`config.mk`:
```
export PLATFORM = sky130hd
export DESIGN_NAME = ltu_top
export DESIGN_NICKNAME = d
export VERILOG_FILES = /design/src/ltu_pkg.sv /design/src/ltu_top.sv
export SDC_FILE = /design/constraint.sdc
export NUM_CORES = 1
export LEC_CHECK = 0
export ABC_AREA = 1
export BUFFER_PORTS_ARGS = -buffer_cell sky130_fd_sc_hd__buf_2
export CAP_MARGIN = 20
export CORE_MARGIN = 8
export CORE_UTILIZATION = 55
export CTS_CLUSTER_SIZE = 30
export DETAILED_ROUTE_END_ITERATION = 6
export GPL_TIMING_DRIVEN = 0
export PLACE_DENSITY = 0.82
export SYNTH_ARGS = -nofsm -noshare
export SYNTH_HDL_FRONTEND = slang
export SYNTH_SLANG_ARGS = --single-unit
export TNS_END_PERCENT = 5
```
`constraint.sdc`:
```
create_clock -name pclk -period 9.7 [get_ports pclk]
set_clock_uncertainty 0.15 [all_clocks]
set_input_delay 1.455 -clock pclk [delete_from_list [all_inputs] [get_ports pclk]]
set_output_delay 1.455 -clock pclk [all_outputs]
set_load 0.01 [all_outputs]
```
`src/ltu_pkg.sv`:
```
// Notes on behaviour
// pattern channels: high, low or ignored
// function selectable: AND, OR, NAND, NOR
// fire on becoming satisfied or unsatisfied
// less-than qualifier: true shorter than limit
// more-than qualifier: true longer than limit
// time true interval, fire when it ends
// never fire when the limit is reached
// state class: channel four clocks three inputs
// state clock edge rising or falling
// per-channel threshold derives each channel level
// setup/hold defaults: data one, clock two
// fire on data change inside window
// software keeps data and clock sources apart
// one control picks setup/hold clock edge
// separate clock and data crossing levels
// one command presets both levels per family
// clock level crossing is the reference
// positive setup before, positive hold after
// setup plus hold kept at least minimum
// software keeps hold below clock period
// negative setup or hold shifts window
// function definitions, unsatisfied option swaps them
// state: sample at edge, fire if satisfied
// violation stamped at the exposing clock edge
// sampled inputs, times counted in clock cycles
// one-cycle pulse with stamp, then wait release
package ltu_pkg;
  localparam int SMP_W   = 8;
  localparam int NCH     = 4;
  localparam int TW      = 16;
  localparam int LIM_W   = 32;
  localparam int STAMP_W = 32;
  localparam int AW      = 12;

  localparam int CLK_PERIOD_NS = 20;
  localparam int MIN_WIN_NS    = 2;
  localparam int MIN_WIN_CYC_I = (MIN_WIN_NS + CLK_PERIOD_NS - 1) / CLK_PERIOD_NS;
  localparam logic signed [TW:0] MIN_WIN_CYC = (TW+1)'(MIN_WIN_CYC_I < 1 ? 1 : MIN_WIN_CYC_I);

  // ----------------------------------------------------------------
  // register map
  // ----------------------------------------------------------------
  localparam logic [AW-1:0] OFS_CTRL   = 12'h000;
  localparam logic [AW-1:0] OFS_COND   = 12'h004;
  localparam logic [AW-1:0] OFS_THR    = 12'h008;
  localparam logic [AW-1:0] OFS_LVL    = 12'h00C;
  localparam logic [AW-1:0] OFS_CMD    = 12'h010;
  localparam logic [AW-1:0] OFS_LIMIT  = 12'h014;
  localparam logic [AW-1:0] OFS_SETUP  = 12'h018;
  localparam logic [AW-1:0] OFS_HOLD   = 12'h01C;
  localparam logic [AW-1:0] OFS_STATUS = 12'h020;
  localparam logic [AW-1:0] OFS_STAMP  = 12'h024;

  localparam int CTL_W        = 12;
  localparam int CTL_CLASS    = 0;
  localparam int CTL_FUNC     = 2;
  localparam int CTL_WHEN     = 4;
  localparam int CTL_STEDGE   = 6;
  localparam int CTL_SHEDGE   = 7;
  localparam int CTL_DSRC     = 8;
  localparam int CTL_CSRC     = 10;
  localparam logic [CTL_W-1:0] CTRL_RST = 12'h400;
  localparam int CMD_PRESET_A = 0;
  localparam int CMD_PRESET_B = 1;
  localparam int LVL_DATA     = 8;

  localparam logic [SMP_W-1:0] PRESET_A_LVL = 8'h8C;
  localparam logic [SMP_W-1:0] PRESET_B_LVL = 8'h5D;
  localparam logic [SMP_W-1:0] THR_RST      = 8'h80;
  localparam logic [TW-1:0]    SETUP_RST    = 16'h0001;
  localparam logic [TW-1:0]    HOLD_RST     = 16'h0001;
  localparam logic [LIM_W-1:0] LIMIT_RST    = 32'h0000_0010;

  typedef enum logic [1:0] {
    CLS_PATTERN = 2'b00, CLS_STATE = 2'b01, CLS_SETHOLD = 2'b11, CLS_OFF = 2'b10
  } ltu_class_e;
  typedef enum logic [1:0] {
    FN_AND = 2'b00, FN_OR = 2'b01, FN_NOR = 2'b11, FN_NAND = 2'b10
  } ltu_func_e;
  typedef enum logic [1:0] {
    WH_TRUE = 2'b00, WH_FALSE = 2'b01, WH_LT = 2'b11, WH_GT = 2'b10
  } ltu_when_e;
  typedef enum logic [1:0] {
    CND_X = 2'b00, CND_H = 2'b01, CND_L = 2'b10, CND_X2 = 2'b11
  } ltu_cond_e;
  typedef enum logic {
    DUR_WAIT = 1'b0, DUR_TIME = 1'b1
  } ltu_dur_e;
endpackage : ltu_pkg

```
`src/ltu_top.sv`:
```
// Decided for this implementation: the APB register port and the placing of the registers.
`timescale 1ns/10ps
`default_nettype none
module ltu_top (
  input  wire logic                          pclk,
  input  wire logic                          presetn,
  input  wire logic [ltu_pkg::AW-1:0]        paddr,
  input  wire logic                          psel,
  input  wire logic                          penable,
  input  wire logic                          pwrite,
  input  wire logic [31:0]                   pwdata,
  output var  logic [31:0]                   prdata,
  output var  logic                          pready,
  output var  logic                          pslverr,
  input  wire logic [ltu_pkg::SMP_W-1:0]     input_channel_one,
  input  wire logic [ltu_pkg::SMP_W-1:0]     input_channel_two,
  input  wire logic [ltu_pkg::SMP_W-1:0]     input_channel_three,
  input  wire logic [ltu_pkg::SMP_W-1:0]     input_channel_four,
  input  wire logic                          holdoff_release,
  output var  logic                          trig_pulse,
  output var  logic [ltu_pkg::STAMP_W-1:0]   trig_stamp,
  output var  logic                          trig_armed
);
  import ltu_pkg::*;
  // ----------------------------------------------------------------
  // registers and state
  // ----------------------------------------------------------------
  logic [CTL_W-1:0]       ctrl_ff;
  logic [2*NCH-1:0]       cond_ff;
  logic [SMP_W-1:0]       thr_ff [NCH];
  logic [SMP_W-1:0]       clvl_ff;
  logic [SMP_W-1:0]       dlvl_ff;
  logic [LIM_W-1:0]       limit_ff;
  logic signed [TW-1:0]   setup_ff;
  logic signed [TW-1:0]   hold_ff;
  logic [31:0]            prdata_ff;
  logic                   pready_ff;
  logic                   pslverr_ff;
  logic [SMP_W-1:0]       smp_meta_ff [NCH];
  logic [SMP_W-1:0]       smp_ff [NCH];
  logic                   rel_meta_ff;
  logic                   rel_ff;
  logic                   armed_ff;
  logic                   trig_ff;
  logic [STAMP_W-1:0]     stamp_ff;
  logic [STAMP_W-1:0]     now_ff;
  logic                   comb_q_ff;
  logic                   ch4_q_ff;
  ltu_dur_e               dur_st_ff;
  logic [LIM_W-1:0]       dur_cnt_ff;
  logic                   d_q_ff;
  logic                   c_q_ff;
  logic [TW-1:0]          since_d_ff;
  logic [TW-1:0]          since_c_ff;
  logic                   c_seen_ff;
  logic [STAMP_W-1:0]     edge_stamp_ff;
  logic [SMP_W-1:0]       smp_in [NCH];
  logic [NCH-1:0]         lvl;
  logic [NCH-1:0]         care;
  logic [NCH-1:0]         hit;
  logic [NCH-1:0]         care_eff;
  logic                   and_v;
  logic                   or_v;
  logic                   comb;
  ltu_class_e             cls;
  ltu_func_e              fn;
  ltu_when_e              wh;
  logic                   qualified;
  logic                   st_edge;
  logic                   d_lvl;
  logic                   c_lvl;
  logic                   d_tr;
  logic                   c_edge;
  logic [TW-1:0]          d_ago;
  logic                   back_hit;
  logic                   fwd_hit;
  logic                   fire;
  logic [STAMP_W-1:0]     fire_stamp;
  logic [31:0]            rdata;
  logic                   addr_hit;
  logic                   wr_en;
  logic signed [TW:0]     wr_val;
  assign cls       = ltu_class_e'(ctrl_ff[CTL_CLASS +: 2]);
  assign fn        = ltu_func_e'(ctrl_ff[CTL_FUNC +: 2]);
  assign wh        = ltu_when_e'(ctrl_ff[CTL_WHEN +: 2]);
  assign qualified = (wh == WH_LT) || (wh == WH_GT);
  assign smp_in[0] = input_channel_one;
  assign smp_in[1] = input_channel_two;
  assign smp_in[2] = input_channel_three;
  assign smp_in[3] = input_channel_four;
  // ----------------------------------------------------------------
  // per-channel sampling, threshold and precondition
  // ----------------------------------------------------------------
  for (genvar gi = 0; gi < NCH; gi++) begin : g_ch
    always_ff @(posedge pclk or negedge presetn) begin
      if (!presetn) begin
        smp_meta_ff[gi] <= '0;
        smp_ff[gi]      <= '0;
      end else begin
        smp_meta_ff[gi] <= smp_in[gi];
        smp_ff[gi]      <= smp_meta_ff[gi];
      end
    end
    assign lvl[gi]  = smp_ff[gi] >= thr_ff[gi];
    assign care[gi] = (cond_ff[2*gi +: 2] == CND_H) || (cond_ff[2*gi +: 2] == CND_L);
    assign hit[gi]  = (cond_ff[2*gi +: 2] == CND_H) ? lvl[gi] : !lvl[gi];
  end
  // channel four is the clock in state class, never an input
  assign care_eff = (cls == CLS_STATE) ? {1'b0, care[NCH-2:0]} : care;
  assign and_v    = &(~care_eff | hit);
  assign or_v     = |(care_eff & hit);
  always_comb begin
    case (fn)
      FN_AND:  comb = and_v;
      FN_NAND: comb = !and_v;
      FN_OR:   comb = or_v;
      default: comb = !or_v;
    endcase
  end

  // ----------------------------------------------------------------
  // apb slave: no wait state, answer in the first access cycle
  // ----------------------------------------------------------------
  assign wr_en  = psel && penable && pwrite && pready_ff;
  assign wr_val = (TW+1)'(signed'(pwdata[TW-1:0]));
  always_comb begin
    addr_hit = 1'b1;
    rdata    = '0;
    if (paddr == OFS_CTRL) begin
      rdata[CTL_W-1:0] = ctrl_ff;
    end else if (paddr == OFS_COND) begin
      rdata[2*NCH-1:0] = cond_ff;
    end else if (paddr == OFS_THR) begin
      rdata = {thr_ff[3], thr_ff[2], thr_ff[1], thr_ff[0]};
    end else if (paddr == OFS_LVL) begin
      rdata[2*SMP_W-1:0] = {dlvl_ff, clvl_ff};
    end else if (paddr == OFS_CMD) begin
      rdata = '0;
    end else if (paddr == OFS_LIMIT) begin
      rdata = limit_ff;
    end else if (paddr == OFS_SETUP) begin
      rdata = 32'(setup_ff);
    end else if (paddr == OFS_HOLD) begin
      rdata = 32'(hold_ff);
    end else if (paddr == OFS_STATUS) begin
      rdata[7:0] = {lvl, 1'b0, dur_st_ff, comb, armed_ff};
    end else if (paddr == OFS_STAMP) begin
      rdata = stamp_ff;
    end else begin
      addr_hit = 1'b0;
    end
  end

  always_ff @(posedge pclk or negedge presetn) begin
    if (!presetn) begin
      pready_ff  <= 1'b0;
      pslverr_ff <= 1'b0;
      prdata_ff  <= '0;
    end else begin
      pready_ff  <= psel && !penable;
      pslverr_ff <= psel && !penable && !addr_hit;
      prdata_ff  <= (psel && !penable && !pwrite) ? rdata : 32'h0000_0000;
    end
  end

  always_ff @(posedge pclk or negedge presetn) begin
    if (!presetn) begin
      ctrl_ff  <= CTRL_RST;
      cond_ff  <= '0;
      limit_ff <= LIMIT_RST;
      for (int i = 0; i < NCH; i++) begin
        thr_ff[i] <= THR_RST;
      end
    end else if (wr_en) begin
      if (paddr == OFS_CTRL) begin
        ctrl_ff <= pwdata[CTL_W-1:0];
      end else if (paddr == OFS_COND) begin
        cond_ff <= pwdata[2*NCH-1:0];
      end else if (paddr == OFS_THR) begin
        for (int i = 0; i < NCH; i++) begin
          thr_ff[i] <= pwdata[SMP_W*i +: SMP_W];
        end
      end else if (paddr == OFS_LIMIT) begin
        limit_ff <= pwdata;
      end
    end
  end

  always_ff @(posedge pclk or negedge presetn) begin
    if (!presetn) begin
      clvl_ff <= PRESET_A_LVL;
      dlvl_ff <= PRESET_A_LVL;
    end else if (wr_en && paddr == OFS_LVL) begin
      clvl_ff <= pwdata[SMP_W-1:0];
      dlvl_ff <= pwdata[LVL_DATA +: SMP_W];
    end else if (wr_en && paddr == OFS_CMD && pwdata[CMD_PRESET_A]) begin
      clvl_ff <= PRESET_A_LVL;
      dlvl_ff <= PRESET_A_LVL;
    end else if (wr_en && paddr == OFS_CMD && pwdata[CMD_PRESET_B]) begin
      clvl_ff <= PRESET_B_LVL;
      dlvl_ff <= PRESET_B_LVL;
    end
  end
  // writing one time pushes the other so the window never falls below MIN_WIN_CYC
  always_ff @(posedge pclk or negedge presetn) begin
    if (!presetn) begin
      setup_ff <= signed'(SETUP_RST);
      hold_ff  <= signed'(HOLD_RST);
    end else if (wr_en && paddr == OFS_SETUP) begin
      setup_ff <= signed'(pwdata[TW-1:0]);
      if (wr_val + (TW+1)'(hold_ff) < MIN_WIN_CYC) begin
        hold_ff <= TW'(MIN_WIN_CYC - wr_val);
      end
    end else if (wr_en && paddr == OFS_HOLD) begin
      hold_ff <= signed'(pwdata[TW-1:0]);
      if (wr_val + (TW+1)'(setup_ff) < MIN_WIN_CYC) begin
        setup_ff <= TW'(MIN_WIN_CYC - wr_val);
      end
    end
  end

  // ----------------------------------------------------------------
  // pattern duration qualifier
  // ----------------------------------------------------------------
  always_ff @(posedge pclk or negedge presetn) begin
    if (!presetn) begin
      dur_st_ff  <= DUR_WAIT;
      dur_cnt_ff <= '0;
    end else begin
      case (dur_st_ff)
        DUR_WAIT: begin
          if (comb) begin
            dur_st_ff  <= DUR_TIME;
            dur_cnt_ff <= LIM_W'(1);
          end
        end
        default: begin
          if (!comb) begin
            dur_st_ff <= DUR_WAIT;
          end else if (dur_cnt_ff != '1) begin
            dur_cnt_ff <= dur_cnt_ff + LIM_W'(1);
          end
        end
      endcase
    end
  end
  // ----------------------------------------------------------------
  // setup/hold tracking
  // ----------------------------------------------------------------
  assign d_lvl  = smp_ff[ctrl_ff[CTL_DSRC +: 2]] >= dlvl_ff;
  assign c_lvl  = smp_ff[ctrl_ff[CTL_CSRC +: 2]] >= clvl_ff;
  assign d_tr   = d_lvl ^ d_q_ff;
  assign c_edge = ctrl_ff[CTL_SHEDGE] ? (c_q_ff && !c_lvl) : (!c_q_ff && c_lvl);
  assign d_ago  = d_tr ? '0 : since_d_ff;
  // change at offset -d_ago must lie in [-setup, hold]
  assign back_hit = (signed'({1'b0, d_ago}) <= (TW+1)'(setup_ff))
                 && (signed'({1'b0, d_ago}) >= -((TW+1)'(hold_ff)));
  assign fwd_hit  = c_seen_ff && d_tr && !c_edge
                 && (signed'({1'b0, since_c_ff}) <= (TW+1)'(hold_ff))
                 && (signed'({1'b0, since_c_ff}) >= -((TW+1)'(setup_ff)));
  always_ff @(posedge pclk or negedge presetn) begin
    if (!presetn) begin
      d_q_ff        <= 1'b0;
      c_q_ff        <= 1'b0;
      since_d_ff    <= '1;
      since_c_ff    <= '1;
      c_seen_ff     <= 1'b0;
      edge_stamp_ff <= '0;
    end else begin
      d_q_ff <= d_lvl;
      c_q_ff <= c_lvl;
      if (d_tr) begin
        since_d_ff <= TW'(1);
      end else if (since_d_ff != '1) begin
        since_d_ff <= since_d_ff + TW'(1);
      end
      if (c_edge) begin
        since_c_ff    <= TW'(1);
        c_seen_ff     <= 1'b1;
        edge_stamp_ff <= now_ff;
      end else if (since_c_ff != '1) begin
        since_c_ff <= since_c_ff + TW'(1);
      end
    end
  end
  // ----------------------------------------------------------------
  // trigger decision
  // ----------------------------------------------------------------
  assign st_edge = ctrl_ff[CTL_STEDGE] ? (ch4_q_ff && !lvl[NCH-1]) : (!ch4_q_ff && lvl[NCH-1]);
  always_comb begin
    fire       = 1'b0;
    fire_stamp = now_ff;
    case (cls)
      CLS_PATTERN: begin
        if (wh == WH_TRUE) begin
          fire = comb && !comb_q_ff;
        end else if (wh == WH_FALSE) begin
          fire = !comb && comb_q_ff;
        end else if (dur_st_ff == DUR_TIME && !comb) begin
          // decided only as the true interval ends
          fire = (wh == WH_LT) ? (dur_cnt_ff < limit_ff)
                               : (dur_cnt_ff > limit_ff);
        end
      end
      CLS_STATE: begin
        fire = st_edge && ((wh == WH_FALSE) ? !comb : comb);
      end
      CLS_SETHOLD: begin
        fire       = (c_edge && back_hit) || fwd_hit;
        fire_stamp = c_edge ? now_ff : edge_stamp_ff;
      end
      default: fire = 1'b0;
    endcase
    fire = fire && armed_ff;
  end

  always_ff @(posedge pclk or negedge presetn) begin
    if (!presetn) begin
      comb_q_ff <= 1'b1;  // reset setup makes comb true: no false edge
      ch4_q_ff  <= 1'b0;
      now_ff    <= '0;
    end else begin
      comb_q_ff <= comb;
      ch4_q_ff  <= lvl[NCH-1];
      now_ff    <= now_ff + STAMP_W'(1);
    end
  end

  always_ff @(posedge pclk or negedge presetn) begin
    if (!presetn) begin
      rel_meta_ff <= 1'b0;
      rel_ff      <= 1'b0;
    end else begin
      rel_meta_ff <= holdoff_release;
      rel_ff      <= rel_meta_ff;
    end
  end
  // release wins over a trigger in the same cycle
  always_ff @(posedge pclk or negedge presetn) begin
    if (!presetn) begin
      armed_ff <= 1'b1;
      trig_ff  <= 1'b0;
      stamp_ff <= '0;
    end else begin
      trig_ff <= fire;
      if (rel_ff) begin
        armed_ff <= 1'b1;
      end else if (fire) begin
        armed_ff <= 1'b0;
      end
      if (fire) begin
        stamp_ff <= fire_stamp;
      end
    end
  end
  assign prdata     = prdata_ff;
  assign pready     = pready_ff;
  assign pslverr    = pslverr_ff;
  assign trig_pulse = trig_ff;
  assign trig_stamp = stamp_ff;
  assign trig_armed = armed_ff;
endmodule : ltu_top
`default_nettype wire

```
==> impl_metrics.toml <==
[min_path]
hp-start = "smp_meta_ff[28]"
holdPathEnd = "smp_ff[28]"
holdPathStages = 0
hp-class = "reg -> reg"

[logic_synthesis]
synth_top_flop_cell = "sky130_fd_sc_hd__dfrtp_1"
synth_enable_flop_cells = 0
count_of_state_elements_after_synthesis = 400
postSynth.asyncResetShare_pct = 100.0
sequential_share_of_the_synthesized_area_pct = 41.25
post_synth_num_cell_types = 59
netlist.top_cell.by_area = "sky130_fd_sc_hd__dfrtp_1"
synthesis.instances = 3113
synthesis.nets = 3376
synthesized_area_divided_by_synthesized_cell_count_sq_um = 7.841
synth_top_cells_by_area = "sky130_fd_sc_hd__dfrtp_1 36%, sky130_fd_sc_hd__nand2_1 11%, sky130_fd_sc_hd__ha_1 9.2%"
post-synth-top-area-fraction_pct = 36.09
netlist_area_pre_place_sq_um = 24410
yosysWarningCount = 0

[critical_path]
reg2reg_setup_slack_ns = 4.11
worst-r2r-cell-count = 29
crit_path_end_kind = "flip-flop"
max_stage_delay_ns = 0.39
origin_of_the_critical_flop_to_flop_path = "ctrl_ff[8]"
arrival_ns = 5.91
worstPathRequired_ns = 10.02
timing_worst_setup_path_type = "reg -> reg"
critical_path.slowest_cell = "sky130_fd_sc_hd__clkbuf_1"
kind_of_launch_point_of_the_worst_setup_path = "flip-flop"
crit_buf_inv = 6
worstPathMaxFanout = 10
rr_endpoint = "trig_stamp[26]"
critical-path-top-cell-by-count = "sky130_fd_sc_hd__nand2_1"
worst_path_dominant_cell_family = "simple AND/OR/NAND/NOR gates"

[die]
core.rowCount = 77
total_die_area_sq_um = 51380
design.core.area_sq_um = 44030
start_util_pct = 55.44
floorplan.io_pins = 150
dieWidth_um = 226.7
floorplan.die.height_um = 226.7

[drt]
via_count = 23140
ant_nets = 0
avgViaCountPerCell = 5.878
detail_route.drc_violations = 2
routed_wire_length_per_instance_um = 20.30
initial_detailed_routing_violation_count = 2491
drtPass1Iterations = 7
detail_route.wirelength_um = 79910

[outcome]
status = "finished with violations"
violations_in_the_final_reports = "DRC"

[power_and_ir_drop]
comb_power_share_pct = 14.9
share_clk_of_total_power_pct = 40.3
leakagePower_nw = 13.35
design_power_total_mw = 4.120
switching_share_pct = 28.76
fraction_of_power_consumed_by_sequential_logic_pct = 44.8
ir_drop_v = 0.0001469
power-per-cell-area_nw_per_um2 = 150.3
internal-power_mw = 2.935
net-switching-power_mw = 1.185

[clock_network]
tritoncts = "done"
post_cts_setup_buffer_count = 0
cts.sinks = 400
clock_latency_late_sink_ns = 0.58
cts.clk_slew.worst_paths_ns = 0.06
cts_resized = 0
ctsHtreeMaxLevel = 2
post_cts_hold_buffers = 0
root_buffer = "sky130_fd_sc_hd__clkbuf_16"
tritoncts.num_buffers = 43
ctsLongestPathBuffers = 3

[placed_design]
io_buffer_count = 149
post-place-cells = 3857
placer_congestion_estimate = 1.016
dpl.hpwl_um = 62740
dpl_worst_slack_ns = 4.265

[global_route]
grt_antenna_before_repair = 1
grt_start_max_net_pins = 115
first_global_vias = 21950
globalRouteOverflowTotal = 0
global_route.usage.met1_pct = 41.36
grtUsageMet2_pct = 47.02
track_usage_pct = 31.02
grt_first_pass_wirelength_um = 123400
grt.met3_usage_pct = 8.083
grt_busiest_layer = "met2"

[timing]
grt_setup_unrepaired = "false"
tightest_slew_ns = 0.7939
slew_headroom_pct = 46.58
fmax_ghz = 0.1788
fin_ws_ns = 4.106
slew_viol_final = 0
min_period_over_period_pct = 57.67
hold-worst-slack_ns = 0.1928
timing.final.hold_violations = 0
number_of_setup_violations_in_the_final_report = 0
finalWorstPathRequiredPeriod_ns = 5.594

[layout]
final_util_pct = 62.24
flow.area_growth_from_synthesis_pct = 12.27
final_cells = 3937
antennaDiodeCount = 0
post_route_cells_drive_above_1_share_pct = 9.955
fillers = 3911
nNetsFinal = 3573

[run]
number_of_max_cap_violations = 0
[final cells by class]
| class | instances | area [sq um] | share of cell area [%] |
|---|---|---|---|
| Sequential cell | 400 | 10070 | 36.74 |
| Clock buffer | 62 | 1240 | 4.525 |
| Inverter | 400 | 1501 | 5.479 |
| Clock inverter | 18 | 176.4 | 0.6437 |
| Multi-Input combinational cell | 2224 | 12440 | 45.40 |
| Timing Repair Buffer | 152 | 838.3 | 3.059 |
| Tap cell | 592 | 740.7 | 2.703 |
| Buffer | 89 | 396.6 | 1.447 |
[state kept, by name, summed over array words and instances, names as in the netlist, 8 cells and up]
signal         flops
prdata            32
dur_cnt_ff        32
hold_ff           16
ctrl_ff           12
thr_ff            32
smp_ff            32
limit_ff          32
setup_ff          16
since_d_ff        16
cond_ff            8
clvl_ff            8
edge_stamp_ff     32
smp_meta_ff       32
trig_stamp        32
dlvl_ff            8
now_ff            32
since_c_ff        16
[power by group through the flow]
stage,logic (mW),registers [mW],clock network [mW]
global placement,0.584,1.87,0
global route,0.702,1.85,1.74
CTS,0.607,1.84,1.68
floorplan,0.425,1.84,0
detailed placement,0.601,1.87,0
finish,0.616,1.84,1.66
[layer usage]
layer	wire length [um]	up-vias	share of wire [%]
met4	4070	0	5.1
li1	-	10770	-
met5	0	-	0
met3	9083	257	11
met2	34780	1183	44
met1	31980	10930	40
[through the flow]
stage / setup TNS, ns / cell area [sq um]
6_report: 0 / 27410
5_1_grt: 0 / 27410
4_1_cts: 0 / 27410
2_1_floorplan: 0 / 24410
3_3_place_gp: -246.66 / 25900
3_5_place_dp: 0 / 25990
[cell usage after synthesis (6+ instances only)]
cell                       number
sky130_fd_sc_hd__ha_1         179
sky130_fd_sc_hd__o211ai_1      18
sky130_fd_sc_hd__nor2_1       241
sky130_fd_sc_hd__o21bai_1       8
sky130_fd_sc_hd__dfrtp_1      352
sky130_fd_sc_hd__xor2_1        99
sky130_fd_sc_hd__a21oi_1      170
sky130_fd_sc_hd__o22ai_1       29
sky130_fd_sc_hd__a22oi_1        6
sky130_fd_sc_hd__inv_1        395
sky130_fd_sc_hd__a31oi_1       11
sky130_fd_sc_hd__nor4_1        20
sky130_fd_sc_hd__nand4_1       45
sky130_fd_sc_hd__nand2_2        6
sky130_fd_sc_hd__nor3_1        74
sky130_fd_sc_hd__clkbuf_1      72
sky130_fd_sc_hd__o221ai_1      14
sky130_fd_sc_hd__a211oi_1      21
sky130_fd_sc_hd__mux2_2        14
sky130_fd_sc_hd__xnor2_1        9
sky130_fd_sc_hd__o31ai_1       13
sky130_fd_sc_hd__dfstp_2       48
sky130_fd_sc_hd__nand2_1      707
sky130_fd_sc_hd__o21ai_0      297
sky130_fd_sc_hd__nand3b_1       6
sky130_fd_sc_hd__nand3_1      171
sky130_fd_sc_hd__nor3_2         6
[worst max path at each step]
stage / cells past startpoint / startpoint / slack, ns / endpoint
finish: 29 / ctrl_ff[8] / 4.11 / trig_stamp[26]
global route: 29 / ctrl_ff[8] / 3.85 / trig_stamp[8]
CTS: 29 / ctrl_ff[8] / 4.24 / trig_stamp[8]
detailed placement: 29 / ctrl_ff[8] / 4.26 / trig_stamp[13]
global placement: 1 / presetn / -0.76 / thr_ff[29]
floorplan: 28 / ctrl_ff[8] / 5.38 / trig_stamp[16]
[placed cells by master, fill, tap and decap left out, types with 5 or more instances in the layout]
master,n
sky130_fd_sc_hd__o21a_1,5
sky130_fd_sc_hd__nor3_1,74
sky130_fd_sc_hd__o22ai_1,29
sky130_fd_sc_hd__a22oi_1,6
sky130_fd_sc_hd__clkbuf_8,5
sky130_fd_sc_hd__buf_4,5
sky130_fd_sc_hd__xnor2_1,9
sky130_fd_sc_hd__inv_1,395
sky130_fd_sc_hd__a21oi_1,170
sky130_fd_sc_hd__nand3b_1,6
sky130_fd_sc_hd__dfrtp_1,352
sky130_fd_sc_hd__o221ai_1,14
sky130_fd_sc_hd__nor2_1,241
sky130_fd_sc_hd__dfstp_2,48
sky130_fd_sc_hd__nor3_2,6
sky130_fd_sc_hd__nand3_1,171
sky130_fd_sc_hd__nand4_1,45
sky130_fd_sc_hd__a211oi_1,21
sky130_fd_sc_hd__o31ai_1,13
sky130_fd_sc_hd__ha_1,179
sky130_fd_sc_hd__o21bai_1,8
sky130_fd_sc_hd__clkbuf_16,45
sky130_fd_sc_hd__buf_6,5
sky130_fd_sc_hd__mux2_2,14
sky130_fd_sc_hd__a31oi_1,11
sky130_fd_sc_hd__clkinv_2,8
sky130_fd_sc_hd__nand2_2,6
sky130_fd_sc_hd__clkbuf_1,84
sky130_fd_sc_hd__o21ai_0,297
sky130_fd_sc_hd__buf_2,153
sky130_fd_sc_hd__nand2_1,707
sky130_fd_sc_hd__xor2_1,99
sky130_fd_sc_hd__nor4_1,20
sky130_fd_sc_hd__o211ai_1,18
[kinds of logic (layout without fill, tap and decap cells)]
family                     after synthesis  in the layout  share of synthesized area [%]
and+or+nand+nor                       1303           1303                          22.94
AOI/OAI and AO/OA                      618            618                          14.17
buffers and inverters                  489            721                          7.776
DFF                                    400            400                          41.25
adders and majority gates              181            181                          9.339
xor gates and xnor gates               108            108                          3.875
muxes                                   14             14                         0.6459
Note: power is estimated with default switching activity, not from simulation.
